<file path="src/atir_map.vh">
`ifndef ATIR_MAP_VH
`define ATIR_MAP_VH
// register indices as printed (byte address = 4 * index)
`define ATIR_IDX_AUX2_HIGH 8'h9C
`define ATIR_IDX_AUX3_LOW 8'h9E
`define ATIR_IDX_AUX3_HIGH 8'hA0
`define ATIR_IDX_AUX4_LOW 8'hA2
`define ATIR_IDX_AUX4_HIGH 8'hA4
`define ATIR_IDX_AUX5_LOW 8'hA6
`define ATIR_IDX_AUX5_HIGH 8'hA8
`define ATIR_IDX_AUX6_LOW 8'hAA
`define ATIR_IDX_AUX6_HIGH 8'hAC
`define ATIR_IDX_AUX7_LOW 8'hAE
`define ATIR_IDX_AUX7_HIGH 8'hB0
`define ATIR_IDX_LOT 8'hBE
`define ATIR_IDX_SERIAL 8'hC6
`define ATIR_IDX_SCRATCH 8'hC8
`define ATIR_IDX_STATUS 8'hE0
`define ATIR_IDX_MASK 8'hE1
// limit field position
`define ATIR_LIMIT_MSB 15
`define ATIR_LIMIT_LSB 2
// reset values
`define ATIR_LIMIT_RESET 16'h0000
`define ATIR_SCRATCH_RESET 64'h0000000000000000
`define ATIR_MASK_RESET 12'h000
// status layout: bits [5:0] over aux2..7, bits [11:6] under aux2..7 (bit 6 unused)
`define ATIR_STAT_W 12
`define ATIR_OV_LSB 0
`define ATIR_UV_LSB 6
`define ATIR_RESP_OKAY 2'b00
`define ATIR_RESP_SLVERR 2'b10
`endif

</file>
<file path="src/atir_regs.v">
// Implementation choice: the AXI4-Lite slave port.
`timescale 1ns/1ps
`include "atir_map.vh"
// Operation
// - overvoltage limit register, field [15:2], for aux channels 2 through 7
// - undervoltage limit register, field [15:2], for aux channels 3 through 7
// - limits are offset-binary codes spanning 0 V to 5 V
// - limit bits [1:0] reserved; host writes zero, device reads back zero
// - 64-bit lot identifier readable over eight byte locations
// - 16-bit serial identifier readable over two byte locations
// - 64-bit scratch area, host writable and readable, no other effect
// - limit field forms upper 14 bits of 16-bit compare value, low bits zero
module atir_regs #(
  parameter [63:0] LOT_ID = 64'h0123456789ABCDEF,
  parameter [15:0] SERIAL_ID = 16'h5A5A
) (
  // clock and reset
  input wire aclk,
  input wire aresetn,
  // axi4-lite write address
  input wire [31:0] s_axi_awaddr,
  input wire s_axi_awvalid,
  output reg s_axi_awready,
  // axi4-lite write data
  input wire [31:0] s_axi_wdata,
  input wire [3:0] s_axi_wstrb,
  input wire s_axi_wvalid,
  output reg s_axi_wready,
  // axi4-lite write response
  output reg [1:0] s_axi_bresp,
  output reg s_axi_bvalid,
  input wire s_axi_bready,
  // axi4-lite read address
  input wire [31:0] s_axi_araddr,
  input wire s_axi_arvalid,
  output reg s_axi_arready,
  // axi4-lite read data
  output reg [31:0] s_axi_rdata,
  output reg [1:0] s_axi_rresp,
  output reg s_axi_rvalid,
  input wire s_axi_rready,
  // aux conversion samples, channels 2..7, from converter logic
  input wire [95:0] aux_sample,
  input wire [5:0] aux_sample_valid,
  // fault flags and interrupt
  output reg [5:0] aux_high_fault,
  output reg [5:0] aux_low_fault,
  output reg irq
);
  // ==========================================================
  // helpers
  // ==========================================================
  // 16-bit comparison value from a stored limit register
  function [15:0] cmp_value;
    input [15:0] lim;
    begin
      cmp_value = {lim[`ATIR_LIMIT_MSB:`ATIR_LIMIT_LSB], 2'b00};
    end
  endfunction

  // word index from a byte address
  function [7:0] word_index;
    input [31:0] addr;
    begin
      word_index = addr[9:2];
    end
  endfunction

  // scratch area spans two word indices
  function is_scratch;
    input [7:0] idx;
    begin
      is_scratch = (idx == `ATIR_IDX_SCRATCH) || (idx == `ATIR_IDX_SCRATCH + 8'h01);
    end
  endfunction

  // read word of a stored limit, spare bits returned as zero
  function [31:0] limit_word;
    input [15:0] lim;
    begin
      limit_word = {16'h0000, cmp_value(lim)};
    end
  endfunction

  // ==========================================================
  // limit storage: high[0..5]=aux2..7, low[1..5]=aux3..7
  // ==========================================================
  reg [15:0] high_lim [0:5];
  reg [15:0] low_lim [1:5];
  reg [`ATIR_STAT_W-1:0] status;
  reg [`ATIR_STAT_W-1:0] mask;

  // ==========================================================
  // write channel
  // ==========================================================
  reg aw_held;
  reg w_held;
  reg [7:0] aw_idx;
  reg [31:0] w_data;
  reg [3:0] w_strb;
  wire [7:0] aw_now = aw_held ? aw_idx : word_index(s_axi_awaddr);
  wire aw_have = aw_held | (s_axi_awvalid & s_axi_awready);
  wire w_have = w_held | (s_axi_wvalid & s_axi_wready);
  wire [31:0] wd_now = w_held ? w_data : s_axi_wdata;
  wire [3:0] ws_now = w_held ? w_strb : s_axi_wstrb;
  wire do_write = aw_have & w_have & ~s_axi_bvalid;

  reg wr_map_hit;
  reg wr_scratch;
  reg [2:0] wr_hi_sel;
  reg [2:0] wr_lo_sel;
  reg wr_mask;
  always @* begin
    wr_map_hit = 1'b1;
    wr_scratch = 1'b0;
    wr_hi_sel = 3'd7;
    wr_lo_sel = 3'd7;
    wr_mask = 1'b0;
    case (aw_now)
      `ATIR_IDX_AUX2_HIGH: wr_hi_sel = 3'd0;
      `ATIR_IDX_AUX3_HIGH: wr_hi_sel = 3'd1;
      `ATIR_IDX_AUX4_HIGH: wr_hi_sel = 3'd2;
      `ATIR_IDX_AUX5_HIGH: wr_hi_sel = 3'd3;
      `ATIR_IDX_AUX6_HIGH: wr_hi_sel = 3'd4;
      `ATIR_IDX_AUX7_HIGH: wr_hi_sel = 3'd5;
      `ATIR_IDX_AUX3_LOW: wr_lo_sel = 3'd1;
      `ATIR_IDX_AUX4_LOW: wr_lo_sel = 3'd2;
      `ATIR_IDX_AUX5_LOW: wr_lo_sel = 3'd3;
      `ATIR_IDX_AUX6_LOW: wr_lo_sel = 3'd4;
      `ATIR_IDX_AUX7_LOW: wr_lo_sel = 3'd5;
      `ATIR_IDX_SCRATCH, `ATIR_IDX_SCRATCH + 8'h01: wr_scratch = 1'b1;
      `ATIR_IDX_MASK: wr_mask = 1'b1;
      `ATIR_IDX_LOT, `ATIR_IDX_LOT + 8'h01, `ATIR_IDX_SERIAL, `ATIR_IDX_STATUS: begin
        wr_map_hit = 1'b1;
      end
      default: wr_map_hit = 1'b0;
    endcase
  end

  // merged limit write: reserved bits forced to zero on store
  wire [15:0] lim_wr = {ws_now[1] ? wd_now[15:8] : 8'h00,
                        ws_now[0] ? wd_now[7:0] : 8'h00} & 16'hFFFC;

  integer k;
  always @(posedge aclk) begin
    if (!aresetn) begin
      s_axi_awready <= 1'b1;
      s_axi_wready <= 1'b1;
      s_axi_bvalid <= 1'b0;
      s_axi_bresp <= `ATIR_RESP_OKAY;
      aw_held <= 1'b0;
      w_held <= 1'b0;
      aw_idx <= 8'h00;
      w_data <= 32'h00000000;
      w_strb <= 4'h0;
      mask <= `ATIR_MASK_RESET;
      for (k = 0; k < 6; k = k + 1) begin
        high_lim[k] <= `ATIR_LIMIT_RESET;
      end
      for (k = 1; k < 6; k = k + 1) begin
        low_lim[k] <= `ATIR_LIMIT_RESET;
      end
    end else begin
      if (s_axi_bvalid && s_axi_bready) begin
        s_axi_bvalid <= 1'b0;
        s_axi_awready <= 1'b1;
        s_axi_wready <= 1'b1;
      end
      if (do_write) begin
        aw_held <= 1'b0;
        w_held <= 1'b0;
        s_axi_awready <= 1'b0;
        s_axi_wready <= 1'b0;
        s_axi_bvalid <= 1'b1;
        s_axi_bresp <= wr_map_hit ? `ATIR_RESP_OKAY : `ATIR_RESP_SLVERR;
        if (wr_hi_sel != 3'd7 && ws_now[1:0] == 2'b11) begin
          high_lim[wr_hi_sel] <= lim_wr;
        end
        if (wr_lo_sel != 3'd7 && ws_now[1:0] == 2'b11) begin
          low_lim[wr_lo_sel] <= lim_wr;
        end
        if (wr_mask && ws_now[1:0] == 2'b11) begin
          mask <= wd_now[`ATIR_STAT_W-1:0];
        end
      end else begin
        if (s_axi_awvalid && s_axi_awready) begin
          aw_held <= 1'b1;
          aw_idx <= word_index(s_axi_awaddr);
          s_axi_awready <= 1'b0;
        end
        if (s_axi_wvalid && s_axi_wready) begin
          w_held <= 1'b1;
          w_data <= s_axi_wdata;
          w_strb <= s_axi_wstrb;
          s_axi_wready <= 1'b0;
        end
      end
    end
  end

  // ==========================================================
  // scratch memory
  // ==========================================================
  wire [7:0] ar_idx = word_index(s_axi_araddr);
  wire [31:0] scratch_rd;
  atir_scratch_mem u_scratch (
    .aclk(aclk),
    .aresetn(aresetn),
    .wr_en(do_write & wr_scratch),
    .wr_addr(aw_now[0]),
    .wr_data(wd_now),
    .wr_strb(ws_now),
    .rd_addr(ar_idx[0]),
    .rd_data(scratch_rd)
  );

  // ==========================================================
  // read channel: address taken, data two cycles later
  // ==========================================================
  reg rd_pend;
  reg rd_scratch;
  reg [31:0] rd_word;
  reg rd_hit;
  reg rd_status;
  always @* begin
    rd_word = 32'h00000000;
    rd_hit = 1'b1;
    rd_status = 1'b0;
    case (ar_idx)
      `ATIR_IDX_AUX2_HIGH: rd_word = limit_word(high_lim[0]);
      `ATIR_IDX_AUX3_HIGH: rd_word = limit_word(high_lim[1]);
      `ATIR_IDX_AUX4_HIGH: rd_word = limit_word(high_lim[2]);
      `ATIR_IDX_AUX5_HIGH: rd_word = limit_word(high_lim[3]);
      `ATIR_IDX_AUX6_HIGH: rd_word = limit_word(high_lim[4]);
      `ATIR_IDX_AUX7_HIGH: rd_word = limit_word(high_lim[5]);
      `ATIR_IDX_AUX3_LOW: rd_word = limit_word(low_lim[1]);
      `ATIR_IDX_AUX4_LOW: rd_word = limit_word(low_lim[2]);
      `ATIR_IDX_AUX5_LOW: rd_word = limit_word(low_lim[3]);
      `ATIR_IDX_AUX6_LOW: rd_word = limit_word(low_lim[4]);
      `ATIR_IDX_AUX7_LOW: rd_word = limit_word(low_lim[5]);
      `ATIR_IDX_LOT: rd_word = LOT_ID[63:32];
      `ATIR_IDX_LOT + 8'h01: rd_word = LOT_ID[31:0];
      `ATIR_IDX_SERIAL: rd_word = {16'h0000, SERIAL_ID};
      `ATIR_IDX_SCRATCH, `ATIR_IDX_SCRATCH + 8'h01: rd_word = 32'h00000000;
      `ATIR_IDX_STATUS: begin
        rd_word = {20'h00000, status};
        rd_status = 1'b1;
      end
      `ATIR_IDX_MASK: rd_word = {20'h00000, mask};
      default: rd_hit = 1'b0;
    endcase
  end

  wire rd_take = s_axi_arvalid & s_axi_arready;
  always @(posedge aclk) begin
    if (!aresetn) begin
      s_axi_arready <= 1'b1;
      s_axi_rvalid <= 1'b0;
      s_axi_rdata <= 32'h00000000;
      s_axi_rresp <= `ATIR_RESP_OKAY;
      rd_pend <= 1'b0;
      rd_scratch <= 1'b0;
    end else begin
      rd_pend <= 1'b0;
      if (rd_take) begin
        s_axi_arready <= 1'b0;
        rd_pend <= 1'b1;
        rd_scratch <= is_scratch(ar_idx);
        s_axi_rdata <= rd_word;
        s_axi_rresp <= rd_hit ? `ATIR_RESP_OKAY : `ATIR_RESP_SLVERR;
      end
      if (rd_pend) begin
        s_axi_rvalid <= 1'b1;
        if (rd_scratch) begin
          s_axi_rdata <= scratch_rd;
        end
      end
      if (s_axi_rvalid && s_axi_rready) begin
        s_axi_rvalid <= 1'b0;
        s_axi_arready <= 1'b1;
      end
    end
  end

  // ==========================================================
  // fault detection and interrupt
  // ==========================================================
  wire [5:0] smp_valid;
  atir_sync #(.W(6)) u_sync (
    .aclk(aclk),
    .aresetn(aresetn),
    .din(aux_sample_valid),
    .dout(smp_valid)
  );
  // sample words pass the same two stages as their strobes
  wire [95:0] smp_data;
  atir_sync #(.W(96)) u_sync_data (
    .aclk(aclk),
    .aresetn(aresetn),
    .din(aux_sample),
    .dout(smp_data)
  );
  reg [5:0] valid_q;
  reg [5:0] next_high;
  reg [5:0] next_low;
  integer c;
  always @* begin
    next_high = aux_high_fault;
    next_low = aux_low_fault;
    for (c = 0; c < 6; c = c + 1) begin
      if (smp_valid[c] && !valid_q[c]) begin
        next_high[c] = smp_data[c*16 +: 16] > cmp_value(high_lim[c]);
        if (c != 0) begin
          next_low[c] = smp_data[c*16 +: 16] < cmp_value(low_lim[c]);
        end
      end
    end
    next_low[0] = 1'b0;
  end

  // ==========================================================
  // sticky status and interrupt
  // ==========================================================
  wire [`ATIR_STAT_W-1:0] events = {next_low & ~aux_low_fault, next_high & ~aux_high_fault};
  wire status_clr = rd_take & rd_status;
  // a fault event in the same cycle as the clearing read wins
  wire [`ATIR_STAT_W-1:0] next_status =
    (status_clr ? {`ATIR_STAT_W{1'b0}} : status) | events;
  always @(posedge aclk) begin
    if (!aresetn) begin
      valid_q <= 6'h00;
      aux_high_fault <= 6'h00;
      aux_low_fault <= 6'h00;
      status <= {`ATIR_STAT_W{1'b0}};
      irq <= 1'b0;
    end else begin
      valid_q <= smp_valid;
      aux_high_fault <= next_high;
      aux_low_fault <= next_low;
      status <= next_status;
      irq <= |(next_status & mask);
    end
  end
endmodule // atir_regs

</file>
<file path="src/atir_sync.v">
`timescale 1ns/1ps
// two-stage synchroniser for pin inputs
module atir_sync #(
  parameter W = 1
) (
  input wire aclk,
  input wire aresetn,
  input wire [W-1:0] din,
  output reg [W-1:0] dout
);
  reg [W-1:0] meta;
  always @(posedge aclk) begin
    if (!aresetn) begin
      meta <= {W{1'b0}};
      dout <= {W{1'b0}};
    end else begin
      meta <= din;
      dout <= meta;
    end
  end
endmodule // atir_sync

</file>
<file path="src/atir_scratch_mem.v">
`timescale 1ns/1ps
`include "atir_map.vh"
// two 32-bit scratch words, registered read, byte-lane writes
module atir_scratch_mem (
  input wire aclk,
  input wire aresetn,
  // write port
  input wire wr_en,
  input wire wr_addr,
  input wire [31:0] wr_data,
  input wire [3:0] wr_strb,
  // read port
  input wire rd_addr,
  output reg [31:0] rd_data
);
  reg [31:0] mem0;
  reg [31:0] mem1;
  integer i;
  wire [63:0] scratch_init = `ATIR_SCRATCH_RESET;
  always @(posedge aclk) begin
    if (!aresetn) begin
      mem0 <= scratch_init[31:0];
      mem1 <= scratch_init[63:32];
      rd_data <= 32'h00000000;
    end else begin
      for (i = 0; i < 4; i = i + 1) begin
        if (wr_en && wr_strb[i] && !wr_addr) begin
          mem0[i*8 +: 8] <= wr_data[i*8 +: 8];
        end
        if (wr_en && wr_strb[i] && wr_addr) begin
          mem1[i*8 +: 8] <= wr_data[i*8 +: 8];
        end
      end
      rd_data <= rd_addr ? mem1 : mem0;
    end
  end
endmodule // atir_scratch_mem

</file>
<file path="config.mk">
export PLATFORM = sky130hd
export DESIGN_NAME = atir_regs
export DESIGN_NICKNAME = d
export VERILOG_FILES = /design/src/atir_regs.v /design/src/atir_sync.v /design/src/atir_scratch_mem.v
export VERILOG_INCLUDE_DIRS = /design/src
export SDC_FILE = /design/constraint.sdc
export NUM_CORES = 1
export LEC_CHECK = 0
export BUFFER_PORTS_ARGS = -buffer_cell sky130_fd_sc_hd__buf_2
export CORE_ASPECT_RATIO = 0.75
export CORE_MARGIN = 3
export CORE_UTILIZATION = 32
export DETAILED_ROUTE_END_ITERATION = 10
export HOLD_SLACK_MARGIN = 0.15
export SYNTH_ARGS = -nofsm -noshare
export SYNTH_HDL_FRONTEND = slang
export SYNTH_SLANG_ARGS = --single-unit
</file>
<file path="constraint.sdc">
create_clock -name aclk -period 3.5 [get_ports aclk]
set_input_delay 0.175 -clock aclk [delete_from_list [all_inputs] [get_ports aclk]]
set_output_delay 0.175 -clock aclk [all_outputs]
set_load 0.02 [all_outputs]
</file>
======== Word-level counts from Yosys, hierarchy flattened ========
Memory sizes are Yosys's and may differ from the RTL's.
Cells that the tools add are included.
cells by class
  multiplexer cells ....................... 54
  order comparisons ....................... 11
  bitwise gates (word level) .............. 18
  reduce and logical (&&, ||, !) cells .... 47
  eq/ne operators ......................... 39
operators by type and width
  operator                               count
  case mux 32 bit (16 select lines)      1
  == test 8 bit (second input constant)  36
  two-way mux 32 bit                     5
  greater-than comparator 16 bit         6
  < comparator 16 bit                    5
  OR reduction 18 bit                    2
  two-way mux 1 bit                      35
  two-way mux 14 bit                     2
  OR reduction 14 bit                    2
  logical AND 1 bit                      25
  two-way mux 8 bit                      3
  case mux 3 bit (6 select lines)        1
  case mux 3 bit (5 select lines)        1
  bitwise AND 12 bit                     1
  bitwise AND 6 bit                      2
  two-way mux 12 bit                     1
  NOT 6 bit                              2
  bitwise OR 12 bit                      1
  OR reduction 12 bit                    1
  bitwise AND 1 bit                      7
  zero test 1 bit                        7
  two-way mux 3 bit                      2
  != test 3 bit (second input constant)  2
  AND reduction 2 bit                    3
  other kinds (9)                        16
storage, ports and cells
  bits in registers ....................... 432
  memories kept ........................... 2
  word-level logic and storage cells ...... 206
  bits in writable memories ............... 154
memories
  memory    words  bits a word  read ports  clocked after memory_dff  write ports  line            source
  high_lim  6      14           6           0                         6            atir_regs.v:88  reg [15:0] high_lim [0:5];
  low_lim   5      14           5           0                         5            atir_regs.v:89  reg [15:0] low_lim [1:5];

======== Longest topological paths before layout ========
Gate-level depths: netlist (run 1).
  depth after elaboration ................. 11
  depth in mapped cells ................... 11
  depth with buffers taken out ............ 10

======== Cells and area by module ========
From an unflattened synthesis (run 1), not the netlist that was laid out.
second synthesis, totals
  cell total of the unflattened synthesis .. 2529
  area total of the unflattened synthesis .. 25742.2 µm²
modules (own cells, without submodules)
  module                   times used  cells an instance  area each (µm²)
  atir_regs                1           1747               16450.8
  atir_sync (u_sync_data)  1           405                5275.1
  atir_scratch_mem         1           352                3679.8
  atir_sync (u_sync)       1           25                 336.6

======== Worst setup path after synthesis (run 1) ========
Ideal clock, no wire load.
  path type ............................... register to register
  start ................................... register aw_held
  end ..................................... memory high_lim[1][0] in the netlist's numbering, enable pin
  clock period less this slack ............ 2.614 ns
  library setup time ...................... 0.361 ns
  setup slack ............................. 0.886 ns
  data arrival time ....................... 2.253 ns
  stages on the path, launching flop included .. 11
  cells stage by stage .................... dfxtp_1 -> buf_6 -> buf_4 -> nor3_1 -> a21o_1 -> and3_1 -> o21ai_0 -> o31ai_1 -> nand2_1 -> buf_2 -> nand2_1
RTL lines
  element                   line             source
  start: declaration        atir_regs.v:96   reg aw_held;
  start signal: assignment  atir_regs.v:151  aw_held <= 1'b0;
  start signal: assignment  atir_regs.v:170  aw_held <= 1'b0;
  start signal: assignment  atir_regs.v:187  aw_held <= 1'b1;
  end: declaration          atir_regs.v:88

==> results, run 1 <==
- The final worst setup slack is 0.389 ns.
- STA classifies the critical path endpoint as a flip-flop.
- The internal cell power is 11200 uW.
- The die boundary height is 248 um.
- The max-slew violation count is 0.
- The average via count per standard cell is 4.94.
- The die extent in x is 329 um.
- In the post-synthesis netlist, the biggest area contributors are sky130_fd_sc_hd__dfxtp_1 34%, sky130_fd_sc_hd__edfxtp_1 18%, sky130_fd_sc_hd__ha_1 7.4%.
- The worst relative slew slack is 0.390.
- The number of global-route vias before repair is 18225.
- The maximum clock skew at final layout is 0.0234 ns.
- After synthesis the cells add up to 0.0251 mm^2.
- The upper clock frequency limit is 0.321 GHz.
- The starting density of the core is 0.324.
- TritonCTS built the clock tree.
- Of the total power, registers draw 0.493.
- The final layout contains routed wiring with a total length of 80.9 mm.
- The number of buffers added by the clock tree synthesis step is 58.
- The fraction of synthesis flops using an asynchronous set or reset pin is 0.
- Entering global routing, the biggest net connects 96 pins.
- The floorplan has 88 rows.
- The flow ran to the end, and the final reports show no timing, DRC or antenna violations.
- At the end of the flow, the number of nets in the layout was 3251.
- The dominant cell type by area after synthesis is sky130_fd_sc_hd__dfxtp_1.
- The DRC violation count after routing is 0.
- With fillers left out, the area of the finished cells amounts to 0.0309 mm^2.
- The required time of the worst setup path is 3.75 ns.
- Data arrives at the worst endpoint at 3.37 ns.
- Clock tree synthesis selected as its root buffer the cell sky130_fd_sc_hd__clkbuf_16.
- The number of antenna violations at the first check in global routing came to 3.
- The critical path class is flip-flop to flip-flop.
- VDD sags by at most 0.421 mV.
- For this design the total switching power over the nets is 3700 uW.
- Counting instances in the post-synthesis netlist gives the leading cell types as 429 x sky130_fd_sc_hd__dfxtp_1, 346 x sky130_fd_sc_hd__nor2_1, 217 x sky130_fd_sc_hd__and2_1.
- The max-cap violation count is 0.
- The worst path needs 3.11 ns of the cycle, external delays included.
- The pre-antenna-repair detailed-routing pass consisted of 8 iterations.
- Detailed placement finished with a half-perimeter wire length of 60.0 mm.
- The H-tree was split into 2 levels.
- The number of synthesized flops with an enable pin is 154.
- In this run the worst path has a maximum fanout of 14.
- STA classifies the critical path startpoint as a flip-flop.
- The area of the core is 0.0773 mm^2.
- Counting every sink on the clock net gives 583.
- After clock tree synthesis, the clock-pin slew on the worst setup and hold paths is 0.07 ns.
- The net switching share of the total power is 0.249.
- Setup repair after global routing left no endpoint under its margin.
- The placer congestion estimate is 0.965.
- The number of distinct library cells after synthesis is 82.
- Adding up every negative setup slack in the final design gives 0 ns.
- Of the post-synthesis cell area, the dominant cell type holds 0.343.
- Averaged over all synthesized cells, the footprint is 9.91 um^2.
- Gates resized during post-CTS repair numbered 0.
- In the finished design, the share of the clock period the worst path needs comes to 0.889.
- The clock reaches the later pin of the worst-skew pair after 0.63 ns.
- The boundary pin count is 263.
- The share of total power dissipated in combinational logic is 0.090.
- The share of total power dissipated in the clock network is 0.417.
- After detailed routing, the average wire length per cell comes to 20.4 um.
- After synthesis the netlist holds a flip-flop and latch count of 583.
- Of the cells placed in the final design, the portion with a size suffix greater than 1 is 0.142.
- The die area is 0.0818 mm^2.
- For this run, the share of the core covered by cells in the final layout is 0.400.
- The number of input and output port buffers inserted is 211.
- The static leakage power is 0.0127 uW.
- The global-route usage over all layers is 0.192.
- Among all flip-flop cells after synthesis, the most frequent one is sky130_fd_sc_hd__dfxtp_1.
- After global routing the overflow that remains totals 0.
- The placed instances occupy a cell area of 0.0272 mm^2.
- The setup violation total in the final timing report is 0.
- In the synthesized netlist, the number of instances is 2529.
- In this run the worst hold path is classified as primary input to flip-flop.
- For the pin with the worst max-slew slack, the measured transition is 0.913 ns.
- The power per cell area is 481 mW/mm^2.
- The buffer levels on the longest clock path is 3.
- The share of the Yosys chip area taken by registers is 0.527.
- The count of endpoints failing hold in the final timing report was 0.
- The post-CTS setup buffer count is 0.
- The layout overhead on the synthesized area is 23.3%.
- In this run, the number of DRC markers left after iteration 0 of detailed routing was 2491.
- For this block, the via count after detailed routing is 19637.
- Yosys printed 0 warnings.
- The count of nets left with antenna violations once routing finished came out at 0.
- The worst hold margin is 0.288 ns.
- The setup slack of the worst register-to-register path is 0.39 ns.
- The global-route wire length before repair is 117 mm.
- The post-placement setup slack is 0.503 ns.
- The leading cell type by number of instances after synthesis is sky130_fd_sc_hd__dfxtp_1.
- In this run, post-CTS hold repair placed 178 buffers.
metal layers:
| layer | vias to the layer above | routed length [um] | track usage |
|---|---|---|---|
| met2 | 827 | 33400 | 0.273 |
| met3 | 119 | 8600 | 0.0479 |
| met1 | 9277 | 36700 | 0.285 |
| li1 | 9412 | - | - |
| met4 | 2 | 2230 | 0.0575 |
| met5 | - | 13 | 0 |
cell type report:
| cell class | instances | area [um^2] |
|---|---|---|
| sequential | 583 | 13200 |
| timing repair buffer | 440 | 3240 |
| clock inverter | 28 | 250 |
| fill | 7665 | 46400 |
| tap | 1035 | 1290 |
| multi-input combinational | 1618 | 10500 |
| antenna | 1 | 2.50 |
| clock buffer | 78 | 1640 |
| inverter | 192 | 726 |
path summary, 6_finish.rpt:
path / startpoint / end / cells past startpoint
worst max register to register: aw_held$_SDFFE_PP0P_ / low_lim[3][6]$_SDFFCE_PN0P_ / 6
worst min register to register: u_sync_data.meta[9]$_SDFF_PN0_ / u_sync_data.dout[9]$_SDFF_PN0_ / 1
worst max-delay path: aw_held$_SDFFE_PP0P_ / low_lim[3][6]$_SDFFCE_PN0P_ / 6
worst min-delay path: s_axi_araddr[4] / s_axi_rdata[2]$_SDFF_PN0_ / 4
critical path: stages, from the launching register on:
cell and delay [ns]:
sky130_fd_sc_hd__dfxtp_1 0.55, sky130_fd_sc_hd__buf_4 0.27, sky130_fd_sc_hd__mux2i_1 0.57, sky130_fd_sc_hd__nand2_1 0.17
sky130_fd_sc_hd__nor4_2 0.34, sky130_fd_sc_hd__nand3_1 0.24, sky130_fd_sc_hd__nand2_1 0.58
flip-flops by register name, summed over array words and instances (netlist names), 6 cells and up:
| name | flops |
|---|---|
| u_sync_data.dout | 96 |
| high_lim | 84 |
| u_scratch.mem0 | 32 |
| u_sync_data.meta | 96 |
| aux_high_fault | 6 |
| s_axi_rdata | 32 |
| aw_idx | 8 |
| mask | 12 |
| status | 12 |
| u_scratch.rd_data | 32 |
| u_sync.dout | 6 |
| valid_q | 6 |
| low_lim | 70 |
| u_sync.meta | 6 |
| w_data | 32 |
| u_scratch.mem1 | 32 |
placed cells by master, fill, tap and decap left out, types with 10 or more instances in the layout:
| master | n |
|---|---|
| sky130_fd_sc_hd__mux2i_1 | 87 |
| sky130_fd_sc_hd__o21ai_0 | 62 |
| sky130_fd_sc_hd__nor2b_1 | 12 |
| sky130_fd_sc_hd__a221oi_1 | 10 |
| sky130_fd_sc_hd__nand4_1 | 27 |
| sky130_fd_sc_hd__nand2_1 | 157 |
| sky130_fd_sc_hd__ha_1 | 149 |
| sky130_fd_sc_hd__mux4_2 | 10 |
| sky130_fd_sc_hd__a21oi_1 | 160 |
| sky130_fd_sc_hd__nand3_1 | 32 |
| sky130_fd_sc_hd__dfxtp_1 | 428 |
| sky130_fd_sc_hd__and3_1 | 14 |
| sky130_fd_sc_hd__a211oi_1 | 79 |
| sky130_fd_sc_hd__nand2b_1 | 19 |
| sky130_fd_sc_hd__a22oi_1 | 40 |
| sky130_fd_sc_hd__nor3_1 | 18 |
| sky130_fd_sc_hd__buf_4 | 50 |
| sky130_fd_sc_hd__clkbuf_16 | 59 |
| sky130_fd_sc_hd__and2_1 | 217 |
| sky130_fd_sc_hd__dlygate4sd3_1 | 178 |
| sky130_fd_sc_hd__a21o_1 | 19 |
| sky130_fd_sc_hd__nor2_1 | 346 |
| sky130_fd_sc_hd__edfxtp_1 | 154 |
| sky130_fd_sc_hd__inv_1 | 192 |
| sky130_fd_sc_hd__a222oi_1 | 14 |
| sky130_fd_sc_hd__a31oi_1 | 11 |
| sky130_fd_sc_hd__buf_2 | 210 |
per-stage QoR:
| stage | cells | total power [uW] |
|---|---|---|
| after detailed placement | 3690 | 8650 |
| after global routing | 3974 | 15400 |
| after floorplan | 2531 | 8140 |
| final | 3975 | 14900 |
| after CTS | 3974 | 15000 |
| after global placement | 3690 | 8630 |
logic make-up (layout without fill, tap and decap cells):
logic type	Yosys count	in the layout	synth area share
muxes	107	107	0.0485
other	1	4	0.000150
buffers and inverters	330	738	0.0536
and+or+nand+nor	901	901	0.176
DFF	583	583	0.527
AOI/OAI and AO/OA	458	458	0.120
adders and majority gates	149	149	0.0744
power by group through the flow:
stage / clock, uW / sequential (uW) / combinational (uW)
2_1_floorplan: 0 / 7380 / 752
3_3_place_gp: 0 / 7470 / 1160
3_5_place_dp: 0 / 7480 / 1170
4_1_cts: 6310 / 7330 / 1340
5_1_grt: 6600 / 7350 / 1480
6_report: 6190 / 7340 / 1340
(Power assumes the default switching activity.)
==> run 2: changes to the inputs <==
--- a/config.mk
+++ b/config.mk
@@ -11,7 +11,9 @@
 export CORE_MARGIN = 3
 export CORE_UTILIZATION = 32
 export DETAILED_ROUTE_END_ITERATION = 10
+export GPL_TIMING_DRIVEN = 0
 export HOLD_SLACK_MARGIN = 0.15
+export PLACE_DENSITY = 0.55
 export SYNTH_ARGS = -nofsm -noshare
 export SYNTH_HDL_FRONTEND = slang
 export SYNTH_SLANG_ARGS = --single-unit
==> results, run 2 (synthesis results as in run 1) <==
- The kind of start point of the critical path is a flip-flop.
- The share of post-route cells with drive strength above 1 was 0.134 (-0.00822).
- The number of rows created at floorplan was 88 (unchanged).
- The maximum clock skew at final layout was 0.0233 ns (-0.0000549 ns).
- The buffer levels on the longest clock path came to 3 (unchanged).
- The stage delay of the slowest cell on the critical path is 0.43 ns (-0.15 ns).
- The max-cap violation count is 2 (+2).
- The checks that failed: capacitance limit.
- The critical path class is flip-flop to flip-flop.
- The number of global-route vias before repair came to 19196 (+5.3%).
- The boundary pin count came to 263 (unchanged).
- The average wire per cell in the routed design came to 22.2 um (+9.1%).
- The total detailed-routing wirelength is 89.6 mm (+11%).
- The upper clock frequency limit was 0.307 GHz (-4.6%).
- The post-route core utilization is 0.400 (+0.000453).
- The clock root buffer is sky130_fd_sc_hd__clkbuf_16.
- The global-route usage over all layers is 0.216 (+0.0233).
- The post-DP HPWL is 69.8 mm (+16%).
- The family of cells with the greatest summed delay on the critical path is compound AO/OA/AOI/OAI gates.
- The number of buffers added by the clock tree synthesis step was 58 (unchanged).
- The global-route track usage on met2 came to 0.300 (+0.0272).
- The first element of the critical path is aw_held$_SDFFE_PP0P_.
- The starting density of the core is 0.324 (unchanged).
- Walking the worst path, the cells encountered are buf_6, buf_4, nor3b_1, a31oi_1, nor2_1, o21ai_1, o31ai_2, nand2_1, buf_2, nand2_2.
- The time the worst path needs with I/O delays and setup came to 3.26 ns (+0.151 ns).
- The average via count per standard cell is 5.00 (+1.2%).
- The total congestion overflow is 0 (unchanged).
- The setup slack of the worst register-to-register path is 0.24 ns (-0.15 ns).
- The transition time at the pin with the least slew margin is 1.48 ns (+0.564 ns).
- The number of vias in the routed layout is 20193 (+2.8%).
- The combined buffer and inverter count along the critical path was 3 (+2).
- The largest registers in the layout are u_sync_data.dout: 96 flops, u_sync_data.meta: 96 flops, high_lim: 84 flops.
- The DRC violation count after routing came to 0 (unchanged).
- The number of H-tree levels is 2 (unchanged).
- The area of the core is 0.0773 mm^2 (unchanged).
- The final layout net count came to 3313 (+1.9%).
- The length in cells of the worst reg-to-reg path came to 10 (+4).
- The max-slew violation count came to 0 (unchanged).
- The setup violation total in the final timing report is 0 (unchanged).
- The critical-path maximum fanout is 14 (unchanged).
- The worst hold margin was 0.265 ns (-0.0228 ns).
- The startpoint identified for the worst register-to-register timing path is aw_held$_SDFFE_PP0P_.
- The static leakage power is 0.0127 uW (-0.40%).
- The clock-pin slew on the worst setup and hold paths is 0.06 ns (about the same).
- The final standard cell count with taps included and fillers excluded is 4039 (+1.6%).
- The min-delay analysis places its worst path in the category primary input to flip-flop.
- The routing usage on met1 is 0.319 (+0.0338).
- The placer congestion estimate came to 0.998 (+3.4%).
- The count of TritonRoute iterations in the first routing pass is 8 (unchanged).
- The peak supply drop was 0.380 mV (-9.9%).
- The multi-input logic area is 0.0105 mm^2 (about the same).
- The sort of element at the end of the critical path is a flip-flop.
- In this run the critical register-to-register path is captured at high_lim[3][2]$_SDFFCE_PN0P_.
- In this run the most used layer during global routing was met1.
- The run finished, with violations left.
- The met3 track demand over resource in global routing was 0.0715 (+0.0236).
- The clock sink total is 583 (unchanged).
- The part of the cycle the worst path needs came to 0.932 (+0.0431).
- The die boundary height came to 248 um (unchanged).
- The required time of the worst setup path is 3.78 ns (+0.03 ns).
- The power per cell area is 486 mW/mm^2 (+1.1%).
- The slowest stage of the critical path is the sky130_fd_sc_hd__dfxtp_1 cell.
- TritonCTS built the clock tree.
- The critical path ends at high_lim[3][2]$_SDFFCE_PN0P_.
- The worst relative slew slack is 0.00593 (-0.384).
- The maximum number of pins on one net before global-route repair is 16 (-83%).
- The number of logic stages on the critical path including buffering came to 10 (+4).
- The layout overhead on the synthesized area is 23.4%.
- The number of fillers in the final layout is 7800 (+1.8%).
- The area taken by flip-flops and latches is 0.0132 mm^2 (about the same).
- Setup repair after global routing left no endpoint under its margin.
- The top cell types in the final layout, fill and taps aside, are 429 x sky130_fd_sc_hd__dfxtp_1, 346 x sky130_fd_sc_hd__nor2_1, 222 x sky130_fd_sc_hd__buf_2.
- The count of routing violations after the opening detailed-route iteration is 2031 (-18%).
- The data arrival time of the critical path is 3.54 ns (+0.17 ns).
- The number of antenna violations at the first check in global routing is 6 (+3).
- The summed negative setup slack over all endpoints came to 0 ns (unchanged).
- The global-route wire length before repair is 129 mm (+9.8%).
- The die extent in x is 329 um (unchanged).
- The count of endpoints failing hold in the final timing report is 0 (unchanged).
- Leaving out fill and tap cells, the most frequent cell in the layout is sky130_fd_sc_hd__dfxtp_1.
- The number of input and output port buffers inserted came to 209 (-0.95%).
- The remaining number of nets flagged by the antenna check after routing was 0 (unchanged).
- The die area is 0.0818 mm^2 (unchanged).
- The total instance count after detailed placement is 3775 (+2.3%).
- The clock latency on the worst-skew pair is 0.65 ns (+0.02 ns).
run 2: what timing repair did:
action | 4_1_cts | 5_1_grt
endpoints found under the setup margin | 56 | 84
hold buffers | 155 | 0
resized for setup | 2 | 7
setup buffers | 0 | 0
endpoints found under the hold margin | 222 | 0
run 2: how the worst min path moves through the flow:
stage,start,to,slack [ns],cells past startpoint
3_5_place_dp,aux_sample_valid[1],u_sync.meta[1]$_SDFF_PN0_,0.38,2
6_report,aux_sample[71],u_sync_data.meta[71]$_SDFF_PN0_,0.27,3
5_1_grt,aux_sample[81],u_sync_data.meta[81]$_SDFF_PN0_,0.27,3
2_1_floorplan,s_axi_arvalid,s_axi_arready$_SDFFE_PP1P_,0.28,1
3_3_place_gp,aux_sample[83],u_sync_data.meta[83]$_SDFF_PN0_,0.38,2
4_1_cts,aux_sample[74],u_sync_data.meta[74]$_SDFF_PN0_,0.24,3
run 2: tightest hold or removal path: stages:
cell	delay, ns
sky130_fd_sc_hd__dlygate4sd3_1	0.51
sky130_fd_sc_hd__buf_2	0.09
sky130_fd_sc_hd__and2_1	0.10
run 2: metrics by stage:
stage                     total power, uW  instance area [um^2]  setup WS [ns]
after global placement               8700                 27400         -0.302
after detailed placement             8710                 27400         -0.320
after floorplan                      8140                 25100          0.886
final                               15100                 30900          0.238
after global routing                15600                 30900         0.0185
after CTS                           15100                 30900         0.0436
run 2: power breakdown:
group	switching, uW	internal [uW]
Combinational	821	555
Sequential	203	7150
Clock	2730	3600
Total	3750	11300
run 2: layout make-up:
cell class,instances,area share
Antenna cell,4,0.000323
Buffer,138,0.0202
Clock buffer,89,0.0593
Clock inverter,16,0.00356
Inverter,192,0.0233
Multi-Input combinational cell,1618,0.341
Sequential cell,583,0.427
Tap cell,1035,0.0418
Timing Repair Buffer,364,0.0839
run 2: routing by layer:
layer  vias up  wire [um]
met4         0       1860
met1      9643      41500
met5         -          0
met2       867      35800
li1       9563          -
met3       120      10500
==> run 3: changes to the inputs <==
--- a/config.mk
+++ b/config.mk
@@ -9,11 +9,12 @@
 export BUFFER_PORTS_ARGS = -buffer_cell sky130_fd_sc_hd__buf_2
 export CORE_ASPECT_RATIO = 0.75
 export CORE_MARGIN = 3
-export CORE_UTILIZATION = 32
+export CORE_UTILIZATION = 45
 export DETAILED_ROUTE_END_ITERATION = 10
 export GPL_TIMING_DRIVEN = 0
 export HOLD_SLACK_MARGIN = 0.15
-export PLACE_DENSITY = 0.55
+export PLACE_DENSITY = 0.7
 export SYNTH_ARGS = -nofsm -noshare
 export SYNTH_HDL_FRONTEND = slang
+export SYNTH_HIERARCHICAL = 1
 export SYNTH_SLANG_ARGS = --single-unit
==> results, run 3 <==
- In the synthesized netlist the dominant register cell turns out to be sky130_fd_sc_hd__dfxtp_1.
- The worst relative slew slack is 0.137 (+0.131).
- The largest registers in the layout are u_sync_data/dout: 96 flops, u_sync_data/meta: 96 flops, high_lim: 84 flops.
- The placer congestion estimate is 1.03 (+2.7%).
- The length in cells of the worst reg-to-reg path is 9 (-1).
- The die boundary height is 213 um (-14%).
- The required time of the worst setup path was 3.74 ns (-0.04 ns).
- The summed negative setup slack over all endpoints came to 0 ns (unchanged).
- Walking the worst path, the cells encountered are buf_6, buf_8, nor2_2, nor3_2, nand4_2, nor3_2, nand2_1, clkbuf_1, nand2_1.
- The count of TritonRoute iterations in the first routing pass came to 6 (-2).
- The number of fillers in the final layout came to 4815 (-38%).
- The multi-input logic area is 0.0111 mm^2 (+5.4%).
- Yosys attributes the largest share of cell area to sky130_fd_sc_hd__dfxtp_1 33%, sky130_fd_sc_hd__edfxtp_1 18%, sky130_fd_sc_hd__ha_1 7.2%.
- The starting density of the core is 0.458 (+0.134).
- The buffer levels on the longest clock path is 3 (unchanged).
- The number of vias in the routed layout was 21197 (+5.0%).
- The layout overhead on the synthesized area is 21.1%.
- TritonCTS built the clock tree.
- The total instance count after detailed placement is 3472 (-8.0%).
- The flow ran to the end, and the final reports show no timing, DRC or antenna violations.
- The max-slew violation count came to 0 (unchanged).
- The maximum number of pins on one net before global-route repair came to 17 (+1).
- The power per cell area came to 482 mW/mm^2 (-0.90%).
- The number of stages on the worst hold path is 3 (unchanged).
- The family of cells with the greatest summed delay on the critical path is simple AND/OR/NAND/NOR gates.
- The stage delay of the slowest cell on the critical path came to 0.61 ns (+0.18 ns).
- The critical-path maximum fanout was 14 (unchanged).
- The final layout net count is 3313 (unchanged).
- The fraction of synthesis flops using an asynchronous set or reset pin is 0 (unchanged).
- The synthesized instance count is 2529 (unchanged).
- The boundary pin count was 263 (unchanged).
- The average wire per cell in the routed design was 25.6 um (+15%).
- The commonest cells after synthesis are 429 x sky130_fd_sc_hd__dfxtp_1, 256 x sky130_fd_sc_hd__nand2_1, 219 x sky130_fd_sc_hd__nor2_1.
- The global-route usage over all layers is 0.313 (+0.0976).
- The sequential fraction of the synthesis area came to 0.513 (-0.0138).
- The part of the cycle the worst path needs is 0.969 (+0.0373).
- The number of buffers added by the clock tree synthesis step is 56 (-3.4%).
- The combined buffer and inverter count along the critical path is 3 (unchanged).
- The most frequent standard cell in the layout excluding fill and tap cells is sky130_fd_sc_hd__dfxtp_1.
- The maximum clock skew at final layout is 0.0285 ns (+0.00515 ns).
- The peak supply drop was 0.385 mV (+1.3%).
- The count of synthesis-stage warnings from yosys was 6 (+6).
- The dominant cell type by area after synthesis is sky130_fd_sc_hd__dfxtp_1.
- The number of distinct library cells after synthesis is 88 (+7.3%).
- The area taken by flip-flops and latches is 0.0132 mm^2 (unchanged).
- The max-cap violation count is 0 (-2).
- The upper clock frequency limit is 0.295 GHz (-3.8%).
- The die extent in x was 282 um (-14%).
- The setup slack of the worst register-to-register path is 0.11 ns (-0.13 ns).
- The leading cell type by number of instances after synthesis is sky130_fd_sc_hd__dfxtp_1.
- The count of endpoints failing hold in the final timing report is 0 (unchanged).
- The final total power was 15000 uW (-0.17%).
- The time the worst path needs with I/O delays and setup was 3.39 ns (+0.131 ns).
- The DRC violation count after routing is 0 (unchanged).
- The worst hold margin was 0.284 ns (+0.0189 ns).
- The number of logic stages on the critical path including buffering was 9 (-1).
- The die area is 0.0601 mm^2 (-26%).
- The worst setup path is captured at a flip-flop.
- The portion of synthesized cell area occupied by the leading cell type is 0.334 (-0.00898).
- The transition time at the pin with the least slew margin came to 1.28 ns (-0.193 ns).
- The class of the tightest hold or removal check is primary input to flip-flop.
- The total congestion overflow is 0 (unchanged).
- The post-synth design cell area came to 0.0257 mm^2 (+2.7%).
- The clock sink total is 583 (unchanged).
- The worst-path cell with the longest stage delay is sky130_fd_sc_hd__nand2_1.
- The static leakage power came to 0.0132 uW (+4.1%).
- The number of global-route vias before repair is 20174 (+5.1%).
- The number of antenna violations at the first check in global routing came to 5 (-1).
- The average via count per standard cell is 5.67 (+13%).
- The setup violation total in the final timing report is 0 (unchanged).
- The number of flip-flops and latches in the synthesized netlist is 583 (unchanged).
- Setup repair after global routing left no endpoint under its margin.
- The final standard cell count with taps included and fillers excluded is 3737 (-7.5%).
- The synthesized area divided by synthesized cell count is 10.2 um^2 (+2.7%).
- The area of the core was 0.0562 mm^2 (-27%).
- STA classifies the critical path startpoint as a flip-flop.
- The clock root buffer is sky130_fd_sc_hd__clkbuf_16.
- The post-placement setup slack is 0.112 ns (+0.431 ns).
- The number of rows created at floorplan was 75 (-15%).
- The share of post-route cells with drive strength above 1 is 0.154 (+0.0202).
- The post-DP HPWL is 72.7 mm (+4.2%).
- The final worst setup slack was 0.107 ns (-0.131 ns).
- The number of synthesized flops with an enable pin was 154 (unchanged).
- The count of routing violations after the opening detailed-route iteration was 2645 (+30%).
- The remaining number of nets flagged by the antenna check after routing is 0 (unchanged).
- The clock-pin slew on the worst setup and hold paths was 0.06 ns (about the same).
- In the layout the commonest cells are 429 x sky130_fd_sc_hd__dfxtp_1, 256 x sky130_fd_sc_hd__nand2_1, 234 x sky130_fd_sc_hd__buf_2.
- The global-route wire length before repair is 135 mm (+5.3%).
- The number of input and output port buffers inserted is 208 (-0.48%).
- The data arrival time of the critical path came to 3.64 ns (+0.10 ns).
- The worst setup path is of the flip-flop to flip-flop kind.
- The clock latency on the worst-skew pair is 0.63 ns (-0.02 ns).
- The total detailed-routing wirelength is 95.7 mm (+6.7%).
- The number of H-tree levels is 2 (unchanged).
-- run 3: changes by cell type in the layout (fill, tap and decap cells not counted), moves of 15 or more --
cell / before / now
sky130_fd_sc_hd__nand2_1: 150 / 256
sky130_fd_sc_hd__clkbuf_1: 109 / 70
sky130_fd_sc_hd__mux2_2: 8 / 39
sky130_fd_sc_hd__inv_1: 192 / 177
sky130_fd_sc_hd__mux2i_1: 87 / 119
sky130_fd_sc_hd__a21oi_1: 160 / 138
sky130_fd_sc_hd__nor2b_1: 13 / 41
sky130_fd_sc_hd__a211oi_1: 79 / 17
sky130_fd_sc_hd__buf_6: 6 / 30
sky130_fd_sc_hd__nor2_1: 346 / 219
-- run 3: path summary, 6_finish.rpt --
| check | from | endpoint |
|---|---|---|
| worst max-delay path | aw_held$_SDFFE_PP0P_ | low_lim[3][4]$_SDFFCE_PN0P_ |
| worst min-delay path | aux_sample[82] | u_sync_data/meta[82]$_SDFF_PN0_ |
| worst max register to register | aw_held$_SDFFE_PP0P_ | low_lim[3][4]$_SDFFCE_PN0P_ |
| worst min register to register | u_sync_data/meta[36]$_SDFF_PN0_ | u_sync_data/dout[36]$_SDFF_PN0_ |
-- run 3: what timing repair did --
action	CTS	global route
buffers inserted	0	0
endpoints found under the setup margin	0	1
gates resized for setup	0	1
hold endpoints to repair	214	0
hold buffers	156	0
-- run 3: logic make-up (layout without fill, tap and decap cells) --
group / after synthesis / after routing / synth area share
AO/OA/AOI/OAI: 399 / 399 / 0.105
flip-flops: 583 / 583 / 0.513
buffers and inverters: 303 / 774 / 0.0560
AND/OR/NAND/NOR: 932 / 932 / 0.187
other: 1 / 7 / 0.000146
multiplexers: 162 / 162 / 0.0665
adder cells (fa/ha/maj): 149 / 149 / 0.0724
-- run 3: worst register-to-register path: stages (launching register included) --
cell                       delay, ns
sky130_fd_sc_hd__dfxtp_1        0.37
sky130_fd_sc_hd__buf_6          0.18
sky130_fd_sc_hd__buf_8          0.14
sky130_fd_sc_hd__nor2_2         0.07
sky130_fd_sc_hd__nor3_2         0.29
sky130_fd_sc_hd__nand4_2        0.26
sky130_fd_sc_hd__nor3_2         0.36
sky130_fd_sc_hd__nand2_1        0.37
sky130_fd_sc_hd__clkbuf_1       0.35
sky130_fd_sc_hd__nand2_1        0.61
-- run 3: per-layer routing --
metal | track usage | up-vias | wire (um)
li1 | - | 9593 | -
met1 | 0.461 | 10251 | 42500
met2 | 0.445 | 1176 | 39000
met3 | 0.0905 | 171 | 11400
met4 | 0.0857 | 6 | 2620
met5 | 0.0160 | - | 162
-- run 3: layout make-up --
type	instances	area share
Antenna cell	4	0.000321
Buffer	126	0.0249
Clock buffer	81	0.0526
Clock inverter	24	0.00718
Inverter	177	0.0213
Multi-Input combinational cell	1645	0.356
Sequential cell	583	0.424
Tap cell	731	0.0293
Timing Repair Buffer	366	0.0842
-- run 3: per-stage QoR --
stage          utilization  cell area [um^2]
2_1_floorplan            -             25700
3_3_place_gp         0.493             27700
3_5_place_dp         0.493             27700
4_1_cts              0.554             31200
5_1_grt              0.554             31200
6_report             0.555             31200
-- run 3: power breakdown --
group	switching (uW)	internal, uW	total (uW)
Combinational	888	602	1490
Clock	2740	3460	6210
Sequential	187	7140	7330
